File: config.mk
export PLATFORM = sky130hd
export DESIGN_NAME = gbh_host
export DESIGN_NICKNAME = d
export VERILOG_FILES = /design/src/rtl/gbh_pkg.sv /design/src/rtl/gbh_host.sv /design/src/rtl/gbh_reg_access.sv
export SDC_FILE = /design/constraint.sdc
export NUM_CORES = 1
export LEC_CHECK = 0
export BUFFER_PORTS_ARGS = -buffer_cell sky130_fd_sc_hd__buf_2
export CAP_MARGIN = 20
export CORE_ASPECT_RATIO = 0.9
export CORE_MARGIN = 4
export CORE_UTILIZATION = 56
export DETAILED_ROUTE_END_ITERATION = 16
export PLACE_DENSITY = 0.8
export SLEW_MARGIN = 40
export SYNTH_ARGS = -nofsm -noshare
export SYNTH_HDL_FRONTEND = slang
export SYNTH_SLANG_ARGS = --single-unit
File: constraint.sdc
create_clock -name clock -period 7 [get_ports clock]
set_clock_uncertainty 0.05 [all_clocks]
set_input_delay 1.4 -clock clock [delete_from_list [all_inputs] [get_ports clock]]
set_output_delay 1.4 -clock clock [all_outputs]
set_load 0.02 [all_outputs]
File: src/rtl/gbh_pkg.sv
// shared constants and types for the graphic bus host controller
package gbh_pkg;

	// register offsets on the device's register port
	localparam logic [7:0] OFS_U5MODE = 8'h00;
	localparam logic [7:0] OFS_U7MODE = 8'h04;
	localparam logic [7:0] OFS_U6MODE = 8'h08;
	localparam logic [7:0] OFS_U5NS   = 8'h0c;
	localparam logic [7:0] OFS_U7NS   = 8'h10;
	localparam logic [7:0] OFS_PORT6_SPECIAL_SELECT   = 8'h14;
	localparam logic [7:0] OFS_U5TRI  = 8'h18;
	localparam logic [7:0] OFS_U7TRI  = 8'h1c;
	localparam logic [7:0] OFS_U6TRI  = 8'h20;
	localparam logic [7:0] OFS_CTRL   = 8'h24;
	localparam logic [7:0] OFS_DATA   = 8'h28;
	localparam logic [7:0] OFS_CHMODE = 8'h2c;
	localparam logic [7:0] OFS_VECTOR = 8'h30;

	// port configuration values
	localparam logic [7:0] PORT_MODE_VAL = 8'h00;
	localparam logic [7:0] PORT_NS_VAL   = 8'h00;
	localparam logic [7:0] PORT6_SPECIAL = 8'h06;
	localparam logic [7:0] PORT_TRI_OUT  = 8'h00;

	// bus_control_status fields
	localparam int CTL_TIM_LSB = 0;
	localparam int CTL_E_BIT   = 4;
	localparam int CTL_BSY_BIT = 5;
	localparam int CTL_SEQ_BIT = 6;
	localparam int CTL_DTA_BIT = 7;
	localparam logic [3:0] TIM_OFF = 4'h0;

	// channel_mode_reg fields
	localparam int CH_EN_BIT    = 0;
	localparam int CH_P_BIT     = 1;
	localparam int CH_BYP_BIT   = 2;
	localparam int CH_DIR_BIT   = 3;
	localparam int CH_MAS_LSB   = 4;
	localparam int CH_TRIGGER_SELECT_FIELD_LSB  = 6;
	localparam int CH_DMA_TIMER_FIELD_LSB  = 10;
	localparam logic [1:0] MAS_8BIT = 2'h0;

	// dma vector word fields
	localparam int VEC_CNT_LSB  = 0;
	localparam int VEC_ADDR_LSB = 8;

	// init sequence table
	localparam logic [3:0] INIT_LAST = 4'h9;
	localparam logic [7:0] INIT_ADDR [10] = '{OFS_U5MODE, OFS_U7MODE,
		OFS_U6MODE, OFS_U5NS, OFS_U7NS, OFS_PORT6_SPECIAL_SELECT, OFS_U5TRI, OFS_U7TRI,
		OFS_U6TRI, OFS_CTRL};
	localparam logic [7:0] INIT_DATA [9] = '{PORT_MODE_VAL, PORT_MODE_VAL,
		PORT_MODE_VAL, PORT_NS_VAL, PORT_NS_VAL, PORT6_SPECIAL,
		PORT_TRI_OUT, PORT_TRI_OUT, PORT_TRI_OUT};

	typedef enum logic [3:0] {
		CMD_INIT       = 4'h0,
		CMD_OFF        = 4'h1,
		CMD_WRITE      = 4'h2,
		CMD_READ_START = 4'h3,
		CMD_READ_FETCH = 4'h4,
		CMD_DMA_WRITE  = 4'h5,
		CMD_DMA_READ   = 4'h6,
		CMD_STALL      = 4'h7,
		CMD_RESUME     = 4'h8,
		CMD_TERMINATE  = 4'h9,
		CMD_STATUS     = 4'ha
	} gbh_cmd_t;

	typedef struct packed {
		gbh_cmd_t    cmd;
		logic [7:0]  data;
		logic [23:0] addr;
		logic [7:0]  count;
		logic        ext;
		logic [3:0]  tim;
		logic [3:0]  trigger_select_field;
		logic [7:0]  dma_timer_field;
	} gbh_order_t;

	typedef struct packed {
		logic        wr;
		logic [7:0]  addr;
		logic [31:0] data;
	} gbh_req_t;

	typedef struct packed {
		logic     skip;
		logic     last;
		gbh_req_t req;
	} gbh_op_t;

endpackage

File: src/rtl/gbh_host.sv
// host controller that drives the graphic bus port and its dma channel
// What this block does
// - init ports to zero, port6 special 0x06
// - start only when all three flags zero
// - dma write: set flag, first byte, enable
// - dma read: set flag, dummy read, enable
// - toward bus: direction one, address plus one
// - from bus: direction zero, address first
// - clearing enable stalls, setting resumes
// - clear pending and enable in separate writes
// - terminate: disable, then clear pending, and bypass too when data bit 0 is set
// - untriggered external start: count plus one
`timescale 1ns/1ps
module gbh_host
	import gbh_pkg::*;
(
	input  wire logic        clock,
	input  wire logic        rst,
	input  wire logic        cmd_valid,
	input  wire gbh_order_t  cmd_order,
	output logic             cmd_ready,
	output logic             cmd_done,
	output logic             cmd_refused,
	output logic [7:0]       rd_data,
	input  wire logic        reg_ack,
	input  wire logic [31:0] reg_rdata,
	output logic             reg_wr,
	output logic             reg_rd,
	output logic [7:0]       reg_addr,
	output logic [31:0]      reg_wdata
);

	typedef enum logic [2:0] {
		ST_IDLE    = 3'b000,
		ST_CHECK   = 3'b001,
		ST_CHECK_W = 3'b011,
		ST_STEP    = 3'b010,
		ST_STEP_W  = 3'b110,
		ST_POLL    = 3'b111,
		ST_POLL_W  = 3'b101,
		ST_FINISH  = 3'b100
	} gbh_state_t;

	gbh_state_t  state;
	gbh_order_t  o;
	logic [3:0]  step;
	logic        acc_valid;
	gbh_req_t    acc_req;
	logic        acc_done;
	logic [31:0] acc_rdata;
	gbh_op_t     op;
	logic [3:0]  sh_tim;
	logic        sh_e;
	logic        sh_dir;
	logic [3:0]  sh_trigger_select_field;
	logic [7:0]  sh_dma_timer_field;
	logic        flags_ok;
	logic        dta_set;
	logic        last_mode_en;

	function automatic logic [31:0] ctl_word(input logic [3:0] tim,
		input logic e, input logic transfer_active_flag);
		logic [31:0] w;
		w = 32'h0000_0000;
		w[CTL_TIM_LSB +: 4] = tim;
		w[CTL_E_BIT] = e;
		w[CTL_DTA_BIT] = transfer_active_flag;
		return w;
	endfunction

	// pending bit is written one unless a clear is wanted, as zero clears it
	function automatic logic [31:0] mode_word(input logic en,
		input logic keep_p, input logic bypass_control_bit, input logic dir,
		input logic [3:0] trigger_select_field, input logic [7:0] dma_timer_field);
		logic [31:0] w;
		w = 32'h0000_0000;
		w[CH_EN_BIT] = en;
		w[CH_P_BIT] = keep_p;
		w[CH_BYP_BIT] = bypass_control_bit;
		w[CH_DIR_BIT] = dir;
		w[CH_MAS_LSB +: 2] = MAS_8BIT;
		w[CH_TRIGGER_SELECT_FIELD_LSB +: 4] = trigger_select_field;
		w[CH_DMA_TIMER_FIELD_LSB +: 8] = dma_timer_field;
		return w;
	endfunction

	function automatic logic needs_check(input gbh_cmd_t c);
		return (c == CMD_WRITE) || (c == CMD_READ_START) ||
			(c == CMD_DMA_WRITE) || (c == CMD_DMA_READ) || (c == CMD_OFF);
	endfunction

	function automatic logic needs_poll(input gbh_cmd_t c);
		return (c == CMD_WRITE) || (c == CMD_READ_START);
	endfunction

	function automatic logic is_dma(input gbh_cmd_t c);
		return (c == CMD_DMA_WRITE) || (c == CMD_DMA_READ);
	endfunction

	// at most one register access per step of the current order
	always_comb begin
		op = '0;
		op.last = 1'b1;
		case (o.cmd)
		CMD_INIT: begin
			op.last = (step == INIT_LAST);
			op.req.wr = 1'b1;
			op.req.addr = INIT_ADDR[step];
			if (step == INIT_LAST) begin
				op.req.data = ctl_word(o.tim, 1'b1, 1'b0);
			end else begin
				op.req.data = {24'h000000, INIT_DATA[step]};
			end
		end
		CMD_OFF: begin
			op.req.wr = 1'b1;
			op.req.addr = OFS_CTRL;
			op.req.data = ctl_word(TIM_OFF, sh_e, 1'b0);
		end
		CMD_WRITE: begin
			op.req.wr = 1'b1;
			op.req.addr = OFS_DATA;
			op.req.data = {24'h000000, o.data};
		end
		CMD_READ_START, CMD_READ_FETCH: begin
			op.req.addr = OFS_DATA;
		end
		CMD_STATUS: begin
			op.req.addr = OFS_CTRL;
		end
		CMD_DMA_WRITE, CMD_DMA_READ: begin
			op.last = (step == 4'h4);
			op.req.wr = 1'b1;
			case (step)
			4'h0: begin
				op.req.addr = OFS_CHMODE;
				op.req.data = mode_word(1'b0, 1'b1, 1'b1,
					o.cmd == CMD_DMA_WRITE, o.trigger_select_field, o.dma_timer_field);
			end
			4'h1: begin
				op.req.addr = OFS_VECTOR;
				op.req.data[VEC_ADDR_LSB +: 24] = (o.cmd == CMD_DMA_WRITE)
					? 24'(o.addr + 24'h000001) : o.addr;
				op.req.data[VEC_CNT_LSB +: 8] = o.ext
					? 8'(o.count + 8'h01) : o.count;
			end
			4'h2: begin
				op.req.addr = OFS_CTRL;
				op.req.data = ctl_word(sh_tim, sh_e, 1'b1);
			end
			4'h3: begin
				// external trigger without a first access skips it
				op.skip = o.ext;
				op.req.wr = (o.cmd == CMD_DMA_WRITE);
				op.req.addr = OFS_DATA;
				op.req.data = {24'h000000, o.data};
			end
			default: begin
				op.req.addr = OFS_CHMODE;
				op.req.data = mode_word(1'b1, 1'b1, 1'b1,
					o.cmd == CMD_DMA_WRITE, o.trigger_select_field, o.dma_timer_field);
			end
			endcase
		end
		CMD_STALL, CMD_RESUME: begin
			op.req.wr = 1'b1;
			op.req.addr = OFS_CHMODE;
			op.req.data = mode_word(o.cmd == CMD_RESUME, 1'b1, 1'b1,
				sh_dir, sh_trigger_select_field, sh_dma_timer_field);
		end
		CMD_TERMINATE: begin
			op.last = (step == 4'h1);
			op.req.wr = 1'b1;
			op.req.addr = OFS_CHMODE;
			// pending cleared only after the channel is already off
			op.req.data = mode_word(1'b0, step == 4'h0,
				(step == 4'h0) || !o.data[0], sh_dir, 4'h0,
				sh_dma_timer_field);
		end
		default: begin
			op.skip = 1'b1;
		end
		endcase
	end

	always_ff @(posedge clock or posedge rst) begin
		if (rst) begin
			state <= ST_IDLE;
			o <= '0;
			step <= 4'h0;
			acc_valid <= 1'b0;
			acc_req <= '0;
		end else begin
			acc_valid <= 1'b0;
			case (state)
			ST_IDLE: begin
				step <= 4'h0;
				if (cmd_valid) begin
					o <= cmd_order;
					state <= needs_check(cmd_order.cmd) ? ST_CHECK : ST_STEP;
				end
			end
			ST_CHECK, ST_POLL: begin
				acc_valid <= 1'b1;
				acc_req <= '{wr: 1'b0, addr: OFS_CTRL, data: 32'h0};
				state <= (state == ST_CHECK) ? ST_CHECK_W : ST_POLL_W;
			end
			ST_CHECK_W: begin
				if (acc_done) begin
					// any set flag means a transfer is still in flight
					if (acc_rdata[CTL_BSY_BIT] || acc_rdata[CTL_SEQ_BIT] ||
						acc_rdata[CTL_DTA_BIT]) begin
						state <= ST_IDLE;
					end else begin
						state <= ST_STEP;
					end
				end
			end
			ST_STEP: begin
				if (op.skip) begin
					step <= 4'(step + 4'h1);
					state <= op.last ? ST_FINISH : ST_STEP;
				end else begin
					acc_valid <= 1'b1;
					acc_req <= op.req;
					state <= ST_STEP_W;
				end
			end
			ST_STEP_W: begin
				if (acc_done) begin
					step <= 4'(step + 4'h1);
					if (!op.last) begin
						state <= ST_STEP;
					end else if (needs_poll(o.cmd)) begin
						state <= ST_POLL;
					end else begin
						state <= ST_FINISH;
					end
				end
			end
			ST_POLL_W: begin
				if (acc_done) begin
					// busy drops once the strobe timing is over
					state <= acc_rdata[CTL_BSY_BIT] ? ST_POLL
						: ST_FINISH;
				end
			end
			default: begin
				state <= ST_IDLE;
			end
			endcase
		end
	end

	// shadows of what init, off and dma setup last wrote, for later partial updates
	always_ff @(posedge clock or posedge rst) begin
		if (rst) begin
			sh_tim <= TIM_OFF;
			sh_e <= 1'b0;
			sh_dir <= 1'b0;
			sh_trigger_select_field <= 4'h0;
			sh_dma_timer_field <= 8'h00;
		end else if (state == ST_STEP_W && acc_done) begin
			if (o.cmd == CMD_INIT && op.last) begin
				sh_tim <= o.tim;
				sh_e <= 1'b1;
			end
			if (o.cmd == CMD_OFF) begin
				sh_tim <= TIM_OFF;
			end
			if (is_dma(o.cmd) && step == 4'h0) begin
				sh_dir <= (o.cmd == CMD_DMA_WRITE);
				sh_trigger_select_field <= o.trigger_select_field;
				sh_dma_timer_field <= o.dma_timer_field;
			end
		end
	end

	always_ff @(posedge clock or posedge rst) begin
		if (rst) begin
			cmd_ready <= 1'b0;
			cmd_done <= 1'b0;
			cmd_refused <= 1'b0;
			rd_data <= 8'h00;
		end else begin
			cmd_ready <= (state == ST_IDLE) && !cmd_valid;
			cmd_done <= (state == ST_FINISH);
			cmd_refused <= (state == ST_CHECK_W) && acc_done &&
				(acc_rdata[CTL_BSY_BIT] || acc_rdata[CTL_SEQ_BIT] ||
				acc_rdata[CTL_DTA_BIT]);
			if (state == ST_STEP_W && acc_done && !op.req.wr) begin
				rd_data <= acc_rdata[7:0];
			end
		end
	end

	// helper state watched only by the checks below
	always_ff @(posedge clock or posedge rst) begin
		if (rst) begin
			flags_ok <= 1'b0;
			dta_set <= 1'b0;
			last_mode_en <= 1'b0;
		end else begin
			if (state == ST_IDLE) begin
				flags_ok <= 1'b0;
				dta_set <= 1'b0;
			end else if (state == ST_CHECK_W && acc_done) begin
				flags_ok <= 1'b1;
			end
			if (acc_valid && acc_req.wr && acc_req.addr == OFS_CTRL) begin
				dta_set <= acc_req.data[CTL_DTA_BIT];
			end
			if (acc_valid && acc_req.wr && acc_req.addr == OFS_CHMODE) begin
				last_mode_en <= acc_req.data[CH_EN_BIT];
			end
		end
	end

	gbh_reg_access u_access (
		.clock     (clock),
		.rst       (rst),
		.req_valid (acc_valid),
		.req       (acc_req),
		.reg_ack   (reg_ack),
		.reg_rdata (reg_rdata),
		.reg_wr    (reg_wr),
		.reg_rd    (reg_rd),
		.reg_addr  (reg_addr),
		.reg_wdata (reg_wdata),
		.done      (acc_done),
		.rdata     (acc_rdata)
	);

	property p_port6_special_select_special;
		@(posedge clock) disable iff (rst)
		acc_valid && acc_req.wr && acc_req.addr == OFS_PORT6_SPECIAL_SELECT
			|-> acc_req.data[7:0] == PORT6_SPECIAL;
	endproperty
	a_port6_special_select_special: assert property (p_port6_special_select_special)
		else $error("port6 special select not 0x06");

	property p_tri_out;
		@(posedge clock) disable iff (rst)
		acc_valid && acc_req.wr && (acc_req.addr == OFS_U5TRI ||
			acc_req.addr == OFS_U7TRI || acc_req.addr == OFS_U6TRI)
			|-> acc_req.data[7:0] == PORT_TRI_OUT;
	endproperty
	a_tri_out: assert property (p_tri_out)
		else $error("tristate register not set to output");

	property p_start_gated;
		@(posedge clock) disable iff (rst)
		acc_valid && acc_req.addr == OFS_DATA && needs_check(o.cmd)
			|-> flags_ok && $past(state, 2) != ST_IDLE;
	endproperty
	a_start_gated: assert property (p_start_gated)
		else $error("transfer started without clear flags");

	property p_en_keeps_p;
		@(posedge clock) disable iff (rst)
		acc_valid && acc_req.wr && acc_req.addr == OFS_CHMODE &&
			acc_req.data[CH_EN_BIT] |-> acc_req.data[CH_P_BIT];
	endproperty
	a_en_keeps_p: assert property (p_en_keeps_p)
		else $error("pending cleared in same write as enable");

	property p_write_dir;
		@(posedge clock) disable iff (rst)
		acc_valid && o.cmd == CMD_DMA_WRITE && acc_req.addr == OFS_CHMODE
			|-> acc_req.data[CH_DIR_BIT] && acc_req.data[CH_BYP_BIT];
	endproperty
	a_write_dir: assert property (p_write_dir)
		else $error("dma write setup has wrong direction or bypass");

	property p_read_dir;
		@(posedge clock) disable iff (rst)
		acc_valid && o.cmd == CMD_DMA_READ && acc_req.addr == OFS_CHMODE
			|-> !acc_req.data[CH_DIR_BIT];
	endproperty
	a_read_dir: assert property (p_read_dir)
		else $error("dma read setup has wrong direction");

	property p_ext_count;
		@(posedge clock) disable iff (rst)
		acc_valid && is_dma(o.cmd) && acc_req.addr == OFS_VECTOR
			|-> acc_req.data[VEC_CNT_LSB +: 8] ==
				(o.ext ? 8'(o.count + 8'h01) : o.count);
	endproperty
	a_ext_count: assert property (p_ext_count)
		else $error("vector count wrong for trigger mode");

	property p_dma_first_after_dta;
		@(posedge clock) disable iff (rst)
		acc_valid && is_dma(o.cmd) && acc_req.addr == OFS_DATA
			|-> dta_set ##1 !acc_valid [*2];
	endproperty
	a_dma_first_after_dta: assert property (p_dma_first_after_dta)
		else $error("first dma access before transfer-active set");

	property p_dma_en_last;
		@(posedge clock) disable iff (rst)
		acc_valid && is_dma(o.cmd) && acc_req.addr == OFS_CHMODE &&
			acc_req.data[CH_EN_BIT] |-> dta_set && (o.ext ||
			$past(acc_req.addr, 1) == OFS_DATA);
	endproperty
	a_dma_en_last: assert property (p_dma_en_last)
		else $error("channel enabled before first access");

	property p_pclear_after_off;
		@(posedge clock) disable iff (rst)
		acc_valid && acc_req.wr && acc_req.addr == OFS_CHMODE &&
			!acc_req.data[CH_P_BIT] |-> !last_mode_en &&
			!acc_req.data[CH_EN_BIT];
	endproperty
	a_pclear_after_off: assert property (p_pclear_after_off)
		else $error("pending cleared while channel enabled");

	property p_stall_disables;
		@(posedge clock) disable iff (rst)
		acc_valid && o.cmd == CMD_STALL |-> !acc_req.data[CH_EN_BIT];
	endproperty
	a_stall_disables: assert property (p_stall_disables)
		else $error("stall did not clear channel enable");

endmodule

File: src/rtl/gbh_reg_access.sv
// single register access engine toward the device register port
`timescale 1ns/1ps
module gbh_reg_access
	import gbh_pkg::*;
(
	input  wire logic        clock,
	input  wire logic        rst,
	input  wire logic        req_valid,
	input  wire gbh_req_t    req,
	input  wire logic        reg_ack,
	input  wire logic [31:0] reg_rdata,
	output logic             reg_wr,
	output logic             reg_rd,
	output logic [7:0]       reg_addr,
	output logic [31:0]      reg_wdata,
	output logic             done,
	output logic [31:0]      rdata
);

	// strobe is a level held until the device acknowledges
	always_ff @(posedge clock or posedge rst) begin
		if (rst) begin
			reg_wr <= 1'b0;
			reg_rd <= 1'b0;
			reg_addr <= 8'h00;
			reg_wdata <= 32'h0000_0000;
		end else if ((reg_wr || reg_rd) && reg_ack) begin
			reg_wr <= 1'b0;
			reg_rd <= 1'b0;
		end else if (req_valid && !reg_wr && !reg_rd) begin
			reg_wr <= req.wr;
			reg_rd <= !req.wr;
			reg_addr <= req.addr;
			reg_wdata <= req.data;
		end
	end

	always_ff @(posedge clock or posedge rst) begin
		if (rst) begin
			done <= 1'b0;
			rdata <= 32'h0000_0000;
		end else begin
			done <= (reg_wr || reg_rd) && reg_ack;
			if (reg_rd && reg_ack) begin
				rdata <= reg_rdata;
			end
		end
	end

endmodule

==> out/results.tsv <==
metric	value	unit
DIE WIDTH	139.3	um
Via-to-Cell Ratio	5.970	
Synth Flop Type	dfrtp_1	
Final Cycle Share	0.4338	
worst path arrival time	3.25	ns
CTS clock-pin slew for the worst setup and hold paths	0.06	ns
Ys Warns	0	
Async S/R FF share, synth	1.000	
total power	3939	uW
Rows	42	
num ports	150	
port buffer count	121	
total negative setup slack	0	ns
Synth top area share	0.5246	
worst slew pin tran	0.8066	ns
Routed Antenna Nets	0	
CTS Root Cell	clkbuf_16	
top cell type by total area after synthesis	dfrtp_1	
R2R cell count	5	
Antenna diodes	0	
CTS hold repair buffers	0	
syn_area_per_cell	11.17	um^2
post-DP HPWL	13990	um
fillcell total	1150	
CP required	7.21	ns
first-pass GRT wire length	33530	um
Clock Sinks	182	
die height	126.1	um
worst-path fanout max	20	
total wire length	20540	um
Setup violations, final	0	
drt pass-1 iters	5	
largest net degree at the start of global routing	65	
Peak Freq	329.3	MHz
Setup Buffers After CTS	0	
RSZ-0062 raised after global routing	false	
Cell Area, Synth	8682	um^2
R2R Path Start	o[59]$_DFFE_PP0P_	
critical path startpoint	o[59]$_DFFE_PP0P_	
Synth area leaders	dfrtp_1 52%, mux2_2 15%, o21ai_0 3.3%, nand2_1 3.2%, xnor2_1 1.7%	
fin nets	982	
Longest Clk Path Bufs	2	
wire per inst	18.88	um
drc violations	0	
Core Area	14980	um^2
Startpoint Class	flip-flop	
sequential share of the synthesized area	0.5246	
total gr overflow	0	
vias in the first global route	6264	
pre-CTS WS	3.759	ns
outcome	finished clean	
Power Density	392.0	nW/um^2
Worst slew margin	0.4484	
GP Congestion	0.9289	
Post-Synthesis Cells	777	
Hold Crit Depth	2	
CP endpoint kind	flip-flop	
CTS buffer count	17	
vias	6495	
Synth-to-Final Area Change	15.72	%
proportion of layout cells with a drive suffix above 1	0.3247	
Resized Gates After CTS	0	
final slew viol count	0	
die area	17560	um^2
HP Class	flip-flop to flip-flop	
post-synth cell types	78	
TritonCTS clock tree	done	
gr usage total	0.2357	
Clk Latency, worst-skew pair	0.43	ns
Starting Density	0.5797	
Worst VDD drop	233.0	uV
final hold vios	0	
fin crit period	3.037	ns
number of flops mapped to enable cells by yosys	0	
Leakage	0.004625	uW
H-tree level count	4	
initial antenna violation count	0	
Initial DRC Count	590	
Max Cap Viol	0	
post-route setup slack	3.963	ns
worst min-delay path startpoint	acc_req[5]$_DFFE_PP0P_	
synthesized flop and latch total	182	
Setup Crit Path Kind	flip-flop to flip-flop	
logic make-up (layout without fill, tap and decap cells):
| family | count (synthesis) | count (layout) | share of synthesized area |
|---|---|---|---|
| AOI/OAI and AO/OA | 155 | 155 | 0.1190 |
| muxes | 119 | 119 | 0.1541 |
| adders and majority gates | 6 | 6 | 0.008647 |
| xor gates and xnor gates | 30 | 30 | 0.03026 |
| DFF | 182 | 182 | 0.5246 |
| and+or+nand+nor | 213 | 213 | 0.1264 |
| other | 1 | 4 | 0.0004319 |
| buffers and inverters | 71 | 181 | 0.03661 |
critical path: stages, from the launching register on:
cell,delay [ns]
dfrtp_1,0.77
nand2b_1,0.34
nor3_1,0.58
o21ai_2,0.33
a2111oi_0,0.72
a21oi_1,0.07
layout by cell type (no fill, tap or decap), drive strengths merged, types with 3 or more instances in the layout:
master,synthesis,layout
nand3,28,28
a22o,4,4
a221oi,4,4
nor2,25,25
nor3,22,22
clkbuf,25,21
a222oi,11,11
a21oi,21,21
nand2b,8,8
buf,24,129
or3,6,6
bufinv,0,5
conb,1,4
o31ai,3,3
a211oi,4,4
xnor2,17,17
and3,5,5
o21ai,65,65
nor2b,5,5
mux2,117,117
o22ai,4,4
clkinv,0,3
a31oi,3,3
xor2,13,13
ha,6,6
nor4,7,7
nand4,8,8
o21bai,4,4
a22oi,4,4
dfrtp,182,182
and4,7,7
o211ai,4,4
inv,22,22
and2,4,4
nand2,73,73
power breakdown:
part	leakage, uW	switching, uW	internal [uW]	total [uW]
clock network	0.000303	377	638	1020
logic	0.00195	712	544	1260
registers	0.00237	343	1330	1670
total	0.00463	1430	2510	3940
synthesized netlist by cell type, types with 8 or more instances:
cell type  instances
a21oi_1           21
a222oi_1          11
buf_2             14
clkbuf_1          25
dfrtp_1          182
inv_1             21
mux2_2           117
nand2_1           73
nand2b_1           8
nand3_1           28
nor2_1            25
nor3_1            20
o21ai_0           58
xnor2_1           17
xor2_1            13
final cells by class:
class | instances | area (um^2) | area share
multi-input combinational | 527 | 3849 | 0.3831
sequential | 182 | 4554 | 0.4533
clock buffer | 21 | 450.4 | 0.04483
inverter | 22 | 87.58 | 0.008717
timing repair buffer | 129 | 681.9 | 0.06787
clock inverter | 9 | 176.4 | 0.01756
tap | 198 | 247.7 | 0.02466
registers in the layout, indices dropped and copies added (netlist names):
| name | count |
|---|---|
| u_access.reg_wdata | 32 |
| rd_data | 8 |
| o | 61 |
| u_access.reg_addr | 4 |
| cmd_refused | 1 |
| sh_dir | 1 |
| u_access.done | 1 |
| sh_e | 1 |
| state | 3 |
| sh_trigger_select_field | 4 |
| sh_tim | 4 |
| step | 4 |
| acc_req | 37 |
| u_access.reg_wr | 1 |
| acc_valid | 1 |
| u_access.reg_rd | 1 |
| cmd_done | 1 |
| sh_dma_timer_field | 8 |
| u_access.rdata | 8 |
| cmd_ready | 1 |
layer usage:
metal  part of all wire  track usage  vias up
met5                  0            0        -
met1               0.46       0.3507     3188
li1                   -            -     3020
met2               0.46       0.3545      261
met3              0.068      0.04966       26
met4              0.013      0.06272        0
worst paths after layout:
kind / endpoint / slack, ns
worst max-delay path: acc_req[2]$_DFFE_PP0P_ / 3.96
worst min-delay path: acc_req[5]$_DFFE_PP0P_ / 0.43
worst max register to register: acc_req[2]$_DFFE_PP0P_ / 3.96
worst min register to register: acc_req[5]$_DFFE_PP0P_ / 0.43
max in group asynchronous: o[46]$_DFFE_PP0P_ / 4.95
min in group asynchronous: rd_data[4]$_DFFE_PP0P_ / 0.99
per-stage QoR:
step / cell area (um^2) / instances / hold WS, ns / util
2_1_floorplan: 8693 / 780 / 0.3929 / -
3_3_place_gp: 9383 / 1057 / 0.4079 / 0.6265
3_5_place_dp: 9397 / 1057 / 0.4185 / 0.6274
4_1_cts: 10020 / 1087 / 0.4336 / 0.6693
5_1_grt: 10050 / 1088 / 0.4524 / 0.6708
6_report: 10050 / 1088 / 0.4348 / 0.6708
Note: power is estimated with default switching activity, not from simulation.
